### config.mk
export PLATFORM = sky130hd
export DESIGN_NAME = fspc_top
export DESIGN_NICKNAME = d
export VERILOG_FILES = /design/src/fspc_pkg.sv /design/src/fspc_top.sv
export SDC_FILE = /design/constraint.sdc
export NUM_CORES = 1
export LEC_CHECK = 0
export BUFFER_PORTS_ARGS = -buffer_cell sky130_fd_sc_hd__buf_2
export CAP_MARGIN = 10
export CORE_ASPECT_RATIO = 1.4
export CORE_MARGIN = 10
export CORE_UTILIZATION = 55
export CTS_CLUSTER_DIAMETER = 120
export DETAILED_ROUTE_END_ITERATION = 6
export GPL_ROUTABILITY_DRIVEN = 0
export GPL_TIMING_DRIVEN = 0
export PLACE_DENSITY = 0.82
export SYNTH_ARGS = -nofsm -noshare
export SYNTH_HDL_FRONTEND = slang
export SYNTH_SLANG_ARGS = --single-unit
### constraint.sdc
create_clock -name clk_i -period 4.5 [get_ports clk_i]
set_input_delay 0.225 -clock clk_i [delete_from_list [all_inputs] [get_ports clk_i]]
set_output_delay 0.225 -clock clk_i [all_outputs]
set_load 0.1 [all_outputs]
### src/fspc_pkg.sv
package fspc_pkg;

  // ------------------------------------------------------------
  // register map
  // ------------------------------------------------------------
  localparam logic [7:0] CTRL_IDX      = 8'h37;
  localparam logic [7:0] CTRL_BYTE_ADR = 8'hDC;
  localparam logic [7:0] CTRL_RESET    = 8'h00;
  localparam int         BIT_STORE_EN  = 0;
  localparam int         BIT_PG_ERASE  = 1;
  localparam int         BIT_PG_WRITE  = 2;
  localparam int         BIT_RD_FUSE   = 3;
  localparam int         BIT_CLR_BUF   = 4;

  // ------------------------------------------------------------
  // legal command patterns in the low five bits
  // ------------------------------------------------------------
  localparam logic [4:0] CMD_CLR_BUF = 5'h11;
  localparam logic [4:0] CMD_RD_FUSE = 5'h09;
  localparam logic [4:0] CMD_WRITE   = 5'h05;
  localparam logic [4:0] CMD_ERASE   = 5'h03;
  localparam logic [4:0] CMD_LOAD    = 5'h01;

  // ------------------------------------------------------------
  // pointer layout and page geometry
  // ------------------------------------------------------------
  localparam int PAGE_WORDS = 32;
  localparam int WORD_W     = 5;
  localparam int WORD_LSB   = 1;
  localparam int PAGE_LSB   = WORD_LSB + WORD_W;
  localparam int PAGE_W     = 16 - PAGE_LSB;
  localparam logic [15:0] Z_FUSE_LOW  = 16'h0000;
  localparam logic [15:0] Z_LOCK      = 16'h0001;
  localparam logic [15:0] Z_FUSE_HIGH = 16'h0003;
  localparam logic [15:0] ERASED_WORD = 16'hFFFF;

  // ------------------------------------------------------------
  // timing
  // ------------------------------------------------------------
  localparam logic [2:0] WIN_STORE    = 3'h4;
  localparam logic [2:0] WIN_LOAD     = 3'h3;
  localparam logic [2:0] LOAD_FLOOR   = WIN_STORE - WIN_LOAD;
  localparam longint     CLK_HZ       = 25000000;
  localparam longint     PROG_MIN_US  = 3700;
  localparam longint     PROG_MAX_US  = 4500;
  localparam longint     PROG_MIN_CYC = (PROG_MIN_US * CLK_HZ + 999999) / 1000000;
  localparam int         TMR_W        = 17;

  // ------------------------------------------------------------
  // carriers
  // ------------------------------------------------------------
  typedef struct packed {
    logic        store;
    logic        load;
    logic [15:0] z;
    logic [15:0] data;
  } fspc_core_req_t;

  typedef struct packed {
    logic              erase;
    logic              prog;
    logic [PAGE_W-1:0] page;
    logic [WORD_W-1:0] word;
    logic [15:0]       data;
  } fspc_flash_cmd_t;

  typedef enum logic [3:0] {
    ST_IDLE   = 4'h1,
    ST_ERASE  = 4'h2,
    ST_STREAM = 4'h4,
    ST_WAIT   = 4'h8
  } fspc_state_t;

endpackage : fspc_pkg

### src/fspc_top.sv
`timescale 1ns/1ps
`default_nettype none

module fspc_top #(
  parameter int OP_CYCLES = int'(fspc_pkg::PROG_MIN_CYC)
) (
  input  wire logic                      clk_i,
  input  wire logic                      rst_i,
  input  wire logic                      wb_cyc_i,
  input  wire logic                      wb_stb_i,
  input  wire logic                      wb_we_i,
  input  wire logic [7:0]                wb_adr_i,
  input  wire logic [31:0]               wb_dat_i,
  input  wire logic [3:0]                wb_sel_i,
  output logic      [31:0]               wb_dat_o,
  output logic                           wb_ack_o,
  input  wire fspc_pkg::fspc_core_req_t  core_req_i,
  output logic                           core_stall_o,
  output logic                           fuse_rd_valid_o,
  output logic      [7:0]                fuse_rd_data_o,
  input  wire logic                      eeprom_write_busy_flag_i,
  input  wire logic [7:0]                fuse_low_prog_i,
  input  wire logic [7:0]                fuse_high_prog_i,
  input  wire logic [1:0]                lock_prog_i,
  output fspc_pkg::fspc_flash_cmd_t      flash_cmd_o
);
  import fspc_pkg::*;

  // ------------------------------------------------------------
  // functions
  // ------------------------------------------------------------
  function automatic logic cmd_legal(input logic [4:0] v);
    cmd_legal = (v == CMD_CLR_BUF) || (v == CMD_RD_FUSE) || (v == CMD_WRITE) ||
                (v == CMD_ERASE) || (v == CMD_LOAD);
  endfunction : cmd_legal

  function automatic logic [PAGE_W-1:0] page_of(input logic [15:0] z);
    page_of = z[15:PAGE_LSB];
  endfunction : page_of

  // ------------------------------------------------------------
  // declarations
  // ------------------------------------------------------------
  logic [4:0]        ctrl_r;
  logic [2:0]        win_r;
  logic              ack_r;
  logic [31:0]       dat_r;
  fspc_state_t       state_r;
  logic [TMR_W-1:0]  tmr_r;
  logic [WORD_W-1:0] idx_r;
  logic              op_write_r;
  logic [PAGE_W-1:0] page_r;
  logic [15:0]       buf_mem [PAGE_WORDS];
  logic [PAGE_WORDS-1:0] buf_vld_r;
  fspc_flash_cmd_t   flash_r;
  logic              fuse_vld_r;
  logic [7:0]        fuse_dat_r;

  logic              reg_hit;
  logic              reg_wr;
  logic              wr_ok;
  logic              op_busy;
  logic              op_done;
  logic              spm_take;
  logic              lpm_take;
  logic              start_erase;
  logic              start_write;
  logic              load_word;
  logic              clear_buf;

  // ------------------------------------------------------------
  // bus decode
  // ------------------------------------------------------------
  always_comb begin
    if (wb_adr_i == CTRL_BYTE_ADR) begin
      reg_hit = 1'b1;
    end else begin
      reg_hit = 1'b0;
    end
  end

  // write takes effect on the edge where ack is high
  assign reg_wr = wb_cyc_i && wb_stb_i && ack_r && wb_we_i && reg_hit && wb_sel_i[0];
  assign wr_ok  = reg_wr && cmd_legal(wb_dat_i[4:0]) && !op_busy &&
                  !eeprom_write_busy_flag_i;

  always_ff @(posedge clk_i) begin
    if (rst_i) begin
      ack_r <= 1'b0;
    end else begin
      ack_r <= wb_cyc_i && wb_stb_i && !ack_r;
    end
  end

  always_ff @(posedge clk_i) begin
    if (rst_i) begin
      dat_r <= 32'h0000_0000;
    end else if (wb_cyc_i && wb_stb_i && !ack_r && !wb_we_i && reg_hit) begin
      dat_r <= {27'h000_0000, ctrl_r};
    end else begin
      dat_r <= 32'h0000_0000;
    end
  end

  assign wb_ack_o = ack_r;
  assign wb_dat_o = dat_r;

  // ------------------------------------------------------------
  // command arming and windows
  // ------------------------------------------------------------
  assign op_busy  = (state_r != ST_IDLE);
  assign op_done  = (state_r == ST_WAIT) && (tmr_r == '0);
  assign spm_take = core_req_i.store && ctrl_r[BIT_STORE_EN] && (win_r != 3'h0) &&
                    !op_busy && !eeprom_write_busy_flag_i;
  assign lpm_take = core_req_i.load && (ctrl_r == CMD_RD_FUSE) && (win_r > LOAD_FLOOR) &&
                    !eeprom_write_busy_flag_i;
  assign start_erase = spm_take && (ctrl_r == CMD_ERASE);
  assign start_write = spm_take && (ctrl_r == CMD_WRITE);
  assign load_word   = spm_take && (ctrl_r == CMD_LOAD);

  always_ff @(posedge clk_i) begin
    if (rst_i) begin
      ctrl_r <= CTRL_RESET[4:0];
    end else if (wr_ok) begin
      ctrl_r <= wb_dat_i[4:0];
    end else if (op_done) begin
      ctrl_r <= 5'h00;
    end else if (op_busy || start_erase || start_write) begin
      ctrl_r <= ctrl_r;
    end else if (spm_take || lpm_take) begin
      ctrl_r <= 5'h00;
    end else if ((ctrl_r == CMD_RD_FUSE) && (win_r == LOAD_FLOOR + 3'h1)) begin
      ctrl_r <= 5'h00;
    end else if (win_r == 3'h1) begin
      ctrl_r <= 5'h00;
    end
  end

  always_ff @(posedge clk_i) begin
    if (rst_i) begin
      win_r <= 3'h0;
    end else if (wr_ok) begin
      win_r <= WIN_STORE;
    end else if (spm_take || lpm_take) begin
      win_r <= 3'h0;
    end else if (win_r != 3'h0) begin
      win_r <= win_r - 3'h1;
    end
  end

  // ------------------------------------------------------------
  // temporary page buffer
  // ------------------------------------------------------------
  assign clear_buf = (op_done && op_write_r) ||
                     (wr_ok && (wb_dat_i[4:0] == CMD_CLR_BUF)) ||
                     (eeprom_write_busy_flag_i && (buf_vld_r != '0));

  always_ff @(posedge clk_i) begin
    if (rst_i || clear_buf) begin
      buf_vld_r <= '0;
    end else if (load_word) begin
      buf_vld_r[core_req_i.z[PAGE_LSB-1:WORD_LSB]] <= 1'b1;
    end
  end

  always_ff @(posedge clk_i) begin
    if (load_word) begin
      buf_mem[core_req_i.z[PAGE_LSB-1:WORD_LSB]] <= core_req_i.data;
    end
  end

  // ------------------------------------------------------------
  // erase and write sequencer
  // ------------------------------------------------------------
  always_ff @(posedge clk_i) begin
    if (rst_i) begin
      state_r    <= ST_IDLE;
      tmr_r      <= '0;
      idx_r      <= '0;
      op_write_r <= 1'b0;
      page_r     <= '0;
    end else begin
      case (state_r)
        ST_IDLE: begin
          idx_r <= '0;
          if (start_erase) begin
            state_r    <= ST_ERASE;
            op_write_r <= 1'b0;
            page_r     <= page_of(core_req_i.z);
          end else if (start_write) begin
            state_r    <= ST_STREAM;
            op_write_r <= 1'b1;
            page_r     <= page_of(core_req_i.z);
          end
        end
        ST_ERASE: begin
          state_r <= ST_WAIT;
          tmr_r   <= TMR_W'(OP_CYCLES - 1);
        end
        ST_STREAM: begin
          idx_r <= idx_r + 1'b1;
          if (idx_r == WORD_W'(PAGE_WORDS - 1)) begin
            state_r <= ST_WAIT;
            tmr_r   <= TMR_W'(OP_CYCLES - 1);
          end
        end
        ST_WAIT: begin
          if (tmr_r == '0) begin
            state_r <= ST_IDLE;
          end else begin
            tmr_r <= tmr_r - 1'b1;
          end
        end
        default: begin
          state_r <= ST_IDLE;
        end
      endcase
    end
  end

  // core halted from the accepted erase or write store until completion
  assign core_stall_o = op_busy || start_erase || start_write;

  always_ff @(posedge clk_i) begin
    if (rst_i) begin
      flash_r <= '0;
    end else begin
      flash_r.erase <= (state_r == ST_ERASE);
      flash_r.prog  <= (state_r == ST_STREAM);
      flash_r.page  <= page_r;
      flash_r.word  <= idx_r;
      flash_r.data  <= buf_vld_r[idx_r] ? buf_mem[idx_r] : ERASED_WORD;
    end
  end

  assign flash_cmd_o = flash_r;

  // ------------------------------------------------------------
  // fuse and lock read
  // ------------------------------------------------------------
  always_ff @(posedge clk_i) begin
    if (rst_i) begin
      fuse_vld_r <= 1'b0;
      fuse_dat_r <= 8'h00;
    end else begin
      fuse_vld_r <= lpm_take;
      if (lpm_take) begin
        if (core_req_i.z == Z_LOCK) begin
          fuse_dat_r <= {6'h3F, ~lock_prog_i};
        end else if (core_req_i.z == Z_FUSE_LOW) begin
          fuse_dat_r <= ~fuse_low_prog_i;
        end else if (core_req_i.z == Z_FUSE_HIGH) begin
          fuse_dat_r <= ~fuse_high_prog_i;
        end else begin
          fuse_dat_r <= 8'hFF;
        end
      end
    end
  end

  assign fuse_rd_valid_o = fuse_vld_r;
  assign fuse_rd_data_o  = fuse_dat_r;

endmodule : fspc_top

`default_nettype wire

# After elaboration in Yosys (flattened, before gate mapping)
# Memories as Yosys holds them, arrays and structs flattened. A register that Yosys moved wholly into a read port is not among the register bits.
# Cells that the tools add are included.
[totals]
register_bits = 152
ramBits = 512
word_cells = 148
n_memories = 1
[classes]
addsub = 3
order_cmp = 4
n_eq_ne = 25
n_mux = 35
bitwise = 5
reduce_logical = 56
[memory_table]
columns = ["name", "words", "word_bits", "read_ports", "rd_ports_with_merged_regs", "wr", "line_no", "source"]
rows = [
  ["buf_mem", 32, 16, 1, 1, 1, "fspc_top.sv:53", "logic [15:0] buf_mem [PAGE_WORDS];"],
]
[op_table]
columns = ["cell", "n"]
rows = [
  ["17-bit case mux with 3 select lines", 1],
  ["5-bit two-way mux", 8],
  ["17-bit two-way mux", 2],
  ["32-bit bitwise OR", 1],
  ["32-bit nonzero test", 1],
  ["1-bit logical AND", 27],
  ["8-bit two-way mux", 3],
  ["10-bit two-way mux", 2],
  ["17-bit logical NOT", 1],
  ["17-bit by 1-bit subtractor with 17-bit output (second input constant)", 1],
  ["16-bit by 1-bit == test with 1-bit output (second input constant)", 1],
  ["16-bit by 2-bit == test with 1-bit output (second input constant)", 1],
  ["16-bit logical NOT", 1],
  ["16-bit two-way mux", 1],
  ["4-bit two-way mux", 4],
  ["8-bit NOT", 2],
  ["4-bit case mux with 4 select lines", 1],
  ["5-bit by 6-bit less-than comparator with 1-bit output (second input constant)", 2],
  ["5-bit by 1-bit == test with 1-bit output (second input constant)", 2],
  ["5-bit by 2-bit == test with 1-bit output (second input constant)", 2],
  ["5-bit by 3-bit == test with 1-bit output (second input constant)", 2],
  ["5-bit by 4-bit == test with 1-bit output (second input constant)", 2],
  ["5-bit == test (second input constant)", 2],
  ["1-bit logical OR", 10],
  ["31 further kinds", 48],
]

# Depth between registers and ports, before layout
[logic_depth]
depth_word = 12
mapped_depth = 9
mapped_depth_nobuf = 8

# Worst setup path after synthesis
# No wires, ideal clock.
[synth_path]
path_type = "register -> register"
startpoint = "register win_r[0]"
endpoint = "register ctrl_r[3]"
arrival_time_ns = 4.374
setup_slack_ns = 0.044
path_stages_with_launch = 9
path_buffers = 1
cell_sequence = "dfxtp_1 -> inv_1 -> ha_1 -> nor2b_1 -> or4_1 -> buf_2 -> o31ai_1 -> o2bb2ai_1 -> o22ai_1"
[synth_via]
elab_chain_len = 9
[synth_rtl]
columns = ["item", "line_no", "source"]
rows = [
  ["start: declaration", "fspc_top.sv:45", "logic [2:0] win_r;"],
  ["start signal: assignment", "fspc_top.sv:147", "win_r <= win_r - 3'h1;"],
  ["3-bit nonzero test (*)", "fspc_top.sv:113", "assign spm_take = core_req_i.store && ctrl_r[BIT_STORE_EN] && (win_r != 3'h0) &&"],
  ["1-bit logical AND (*) (2 in a row)", "fspc_top.sv:113", ""],
  ["1-bit logical AND (*)", "fspc_top.sv:114", "!op_busy && !eeprom_write_busy_flag_i;"],
  ["1-bit logical AND", "fspc_top.sv:117", "assign start_erase = spm_take && (ctrl_r == CMD_ERASE);"],
  ["1-bit logical OR", "n/a", ""],
  ["1-bit logical OR (*)", "n/a", ""],
  ["named net core_stall_o", "fspc_top.sv:18", "output logic core_stall_o,"],
  ["3-bit by 1-bit inequality test with 1-bit output (no line) (*)", "n/a", ""],
  ["2-bit AND reduction (no line) (*)", "n/a", ""],
  ["end signal: assignment", "fspc_top.sv:123", "ctrl_r <= CTRL_RESET[4:0];"],
  ["end signal: assignment", "fspc_top.sv:125", "ctrl_r <= wb_dat_i[4:0];"],
  ["end signal: assignment", "fspc_top.sv:129", "ctrl_r <= ctrl_r;"],
  ["end: declaration", "fspc_top.sv:44", "logic [4:0] ctrl_r;"],
]
# The timed path passes the listed nets; every way through them passes the cells marked *. The select of a mux whose other input is x is not followed.
# A chain may end at the register's enable or synchronous reset.

# Worst setup path after layout
[layout_path]
startpoint = "register win_r[1]"
endpoint = "memory buf_mem[31][2], enable pin"
[layout_via]
elab_chain_len = 7
[layout_rtl]
columns = ["item", "line_no", "source"]
rows = [
  ["3-bit nonzero test", "fspc_top.sv:113", ""],
  ["1-bit logical AND (2 in a row)", "fspc_top.sv:113", ""],
  ["1-bit logical AND", "fspc_top.sv:114", ""],
  ["1-bit logical AND", "fspc_top.sv:119", "assign load_word = spm_take && (ctrl_r == CMD_LOAD);"],
  ["1-bit two-way mux", "fspc_top.sv:167", "if (load_word) begin"],
  ["1-bit two-way mux (not written as such)", "fspc_top.sv:168", "buf_mem[core_req_i.z[PAGE_LSB-1:WORD_LSB]] <= core_req_i.data;"],
  ["end: declaration", "fspc_top.sv:53", ""],
]
# No other way between the ends.

==> out/metrics.yaml <==
synthesis:
  ys_warn_count: 0
  synth_edf_count: 512
  synth_cell_type_count: 70
  ys_seq_area_share_pct: 70.3
  synth_seq_cells: 642
  postSynthCellCount: 1573
  netlist_area_um2: 25600
  avgSynthCellArea_um2: 16.3
  async_flop_share_pct: 0
  synth_top_flop_cell: "edfxtp_1"
routing:
  via_per_inst: 6.41
  wl_mm: 68.1
  wl_per_cell_um: 27.2
  first_pass_iters: 6
  vias: 16000
  drc: 0
  drt-initial-drc-count: 1880
  drtAntennaViolNets: 0
clocking:
  clk_latency_ns: 0.63
  post_cts_buffers: 0
  cts.reportedPaths.clkPinSlew_ns: 0.07
  clock_sinks: 642
  cts_buffers: 57
  ctsResizeCount: 0
  cts_root_buf: "clkbuf_16"
  cts_tree: "built"
  htreeDepth: 2
  cts_buffer_depth: 3
worst_hold_path:
  min_to: "wb_ack_o$_SDFF_PP0_"
  hold_class: "in -> reg"
  hold_path_depth: 4
  min-delay-start: "wb_stb_i"
global_route:
  grt_pass1_wl_mm: 102
  antenna_found_initial: 0
  grt_util_all_layers_pct: 24.1
  grt_pass1_vias: 16700
  grt_max_degree: 33
  overflow: 0
floorplanning:
  start_util_pct: 55.6
  die_w_um: 202
  die_area_um2: 55600
  core_area_um2: 46000
  io_pins: 178
  die_y_um: 275
  row_count: 93
place:
  dp_slack_ns: 0.373
  dp.cells: 2367
  port_buffers: 119
  placedInstanceArea_um2: 27600
  place_hpwl_mm: 45.0
sta:
  slew_headroom_pct: 27.1
  finalHoldViolations: 0
  setup_viol: 0
  hold_ws_ns: 0.0344
  finalCriticalPeriod_ns: 4.23
  fmax_mhz: 236
  slew_violations: 0
  rsz0062_at_grt: "false"
  worstMarginPinSlew_ns: 1.09
  setup_ws_ns: 0.271
  min_period_over_period_pct: 94.0
  finClkSkew_ns: 0.0413
worst_setup_path:
  r2r-start: "win_r[1]$_SDFFE_PP0N_"
  arrival_ns: 4.57
  crit_slowest_cell: "nor3_2"
  critPathBufInv: 4
  critPathTopFamily: "simple AND/OR/NAND/NOR gates"
  path_max_fanout: 10
  cpPeakStageDelay_ns: 0.85
  reg2reg_setup_slack_ns: 0.27
  crit_chain: "inv_1 -> ha_1 -> nor2b_1 -> or4_1 -> buf_2 -> nor2_1 -> nand4_1 -> buf_2 -> nor3_2 -> buf_6"
  critPathMostFrequentCell: "buf_2"
  r2r-end: "buf_mem[31][2]$_DFFE_PP_"
  startpoint_type: "flop"
  crit_required_ns: 4.84
  crit_type: "reg -> reg"
  endpoint_kind: "flop"
  worst_r2r_path_depth: 10
status:
  status: "finished clean"
finish:
  final_area_um2: 29900
  fin_cells: 2505
  drive_above_1_share_pct: 23.8
  nets: 1948
  diodes: 0
  syn2layout_area_growth_pct: 16.9
power:
  irDropWorstVdd_mv: 0.343
  finalPower_mw: 12.2
  p_leak_nw: 9.73
  power_density_nw_per_um2: 407
run:
  drv_cap: 0
per-layer routing:
metal | wire length (um) | GRT usage, % | vias up
li1 | - | - | 6741
met4 | 4580 | 14.8 | 0
met1 | 23200 | 27.0 | 7964
met2 | 34500 | 42.2 | 1075
met3 | 5850 | 4.46 | 266
met5 | 0 | 0 | -
cells by family (layout without fill, tap and decap cells):
group	after synthesis	in the layout	synth area share (%)
fa+ha+maj	8	8	0.382
mux	203	203	12.2
simple gates	334	334	7.42
flops	642	642	70.3
compound gates	238	238	6.74
xor+xnor	3	3	0.103
buf+inv	144	433	2.81
other cells	1	27	0.0147
final cells by class:
| class | instances | area [um2] |
|---|---|---|
| Sequential cell | 642 | 18000 |
| Fill cell | 2953 | 16100 |
| Multi-Input combinational cell | 813 | 7130 |
| Clock buffer | 77 | 1720 |
| Timing Repair Buffer | 181 | 1260 |
| Tap cell | 617 | 772 |
| Buffer | 127 | 656 |
| Clock inverter | 31 | 317 |
| Inverter | 17 | 63.8 |
worst reg2reg max path: stages, from the launching register on:
cell and delay, ns:
dfxtp_1 0.38, inv_1 0.11, ha_1 0.20, nor2b_1 0.18, or4_1 0.48, buf_2 0.20
nor2_1 0.19, nand4_1 0.61, buf_2 0.48, nor3_2 0.85, buf_6 0.26
worst max-delay path by stage:
stage / to / start / slack (ns) / cells past startpoint
final: buf_mem[31][2]$_DFFE_PP_ / win_r[1]$_SDFFE_PP0N_ / 0.27 / 10
after global routing: buf_mem[31][2]$_DFFE_PP_ / win_r[0]$_SDFFE_PP0N_ / 0.09 / 10
after CTS: buf_mem[31][1]$_DFFE_PP_ / win_r[0]$_SDFFE_PP0N_ / 0.35 / 10
after detailed placement: buf_mem[31][4]$_DFFE_PP_ / win_r[0]$_SDFFE_PP0N_ / 0.37 / 10
after global placement: buf_mem[31][6]$_DFFE_PP_ / win_r[0]$_SDFFE_PP0N_ / -0.41 / 9
after floorplan: ctrl_r[3]$_SDFFE_PP0P_ / win_r[0]$_SDFFE_PP0N_ / 0.04 / 8
metrics by stage:
stage	TNS (ns)	util [%]
2_1_floorplan	0	-
3_3_place_gp	-62.28	58.8
3_5_place_dp	0	60.0
4_1_cts	0	65.0
5_1_grt	0	65.0
6_report	0	65.0
timing repair:
item                                   4_1_cts  5_1_grt
hold buffers                                30        0
setup endpoints to repair                    0        0
endpoints found under the hold margin       27        0
placed cells by master, fill, tap and decap left out, types with 29 or more instances in the layout:
master / n
nor3_2: 32
nor3_1: 39
dlygate4sd3_1: 30
buf_2: 151
buf_4: 34
dfxtp_1: 130
clkbuf_16: 65
clkbuf_1: 59
a21oi_1: 56
nor2b_1: 35
mux4_2: 87
nor2_1: 74
edfxtp_1: 512
mux2i_1: 115
nand2b_1: 29
a22oi_1: 46
cell usage after synthesis, drive strengths merged, types with 3 or more instances:
| cell type | number | area (um2) |
|---|---|---|
| edfxtp | 512 | 15400 |
| dfxtp | 130 | 2600 |
| mux2i | 115 | 1150 |
| mux4 | 87 | 1960 |
| buf | 75 | 460 |
| nor2 | 74 | 278 |
| nor3 | 72 | 372 |
| a21oi | 56 | 280 |
| clkbuf | 52 | 195 |
| a22oi | 46 | 345 |
| nor2b | 35 | 219 |
| nand2b | 29 | 181 |
| a211oi | 22 | 165 |
| nor4 | 20 | 161 |
| o211ai | 20 | 150 |
| nand2 | 19 | 71.3 |
| o31ai | 19 | 143 |
| inv | 17 | 63.8 |
| nand3 | 15 | 75.1 |
| a221oi | 14 | 123 |
| nand3b | 12 | 90.1 |
| o221ai | 12 | 105 |
| or3 | 9 | 61.3 |
| a31oi | 8 | 50.1 |
| and2 | 8 | 50.1 |
| or4 | 8 | 60.1 |
| ha | 7 | 87.6 |
| a22o | 6 | 52.6 |
| nand4 | 6 | 37.5 |
| o21ai | 6 | 30.0 |
| nor4b | 5 | 58.8 |
| a221o | 4 | 40.0 |
| nor3b | 4 | 30.0 |
| o22ai | 4 | 25.0 |
| or2 | 4 | 25.0 |
| a21o | 3 | 22.5 |
| a311oi | 3 | 43.8 |
| and3 | 3 | 18.8 |
| and4b | 3 | 30.0 |
| xnor2 | 3 | 26.3 |
power breakdown:
| part | total (mW) | switching [mW] | internal (mW) |
|---|---|---|---|
| sequential | 6.43 | 0.0145 | 6.41 |
| combinational | 0.534 | 0.404 | 0.130 |
| clock | 5.20 | 2.20 | 3.00 |
state kept, by name, indices dropped and copies added, names as in the netlist, 8 cells and up, named ones only:
signal,count
fuse_rd_data_o,8
tmr_r,17
buf_mem,512
page_r,10
flash_cmd_o,33
buf_vld_r,32
No activity file was read; power rests on OpenSTA's default activity.
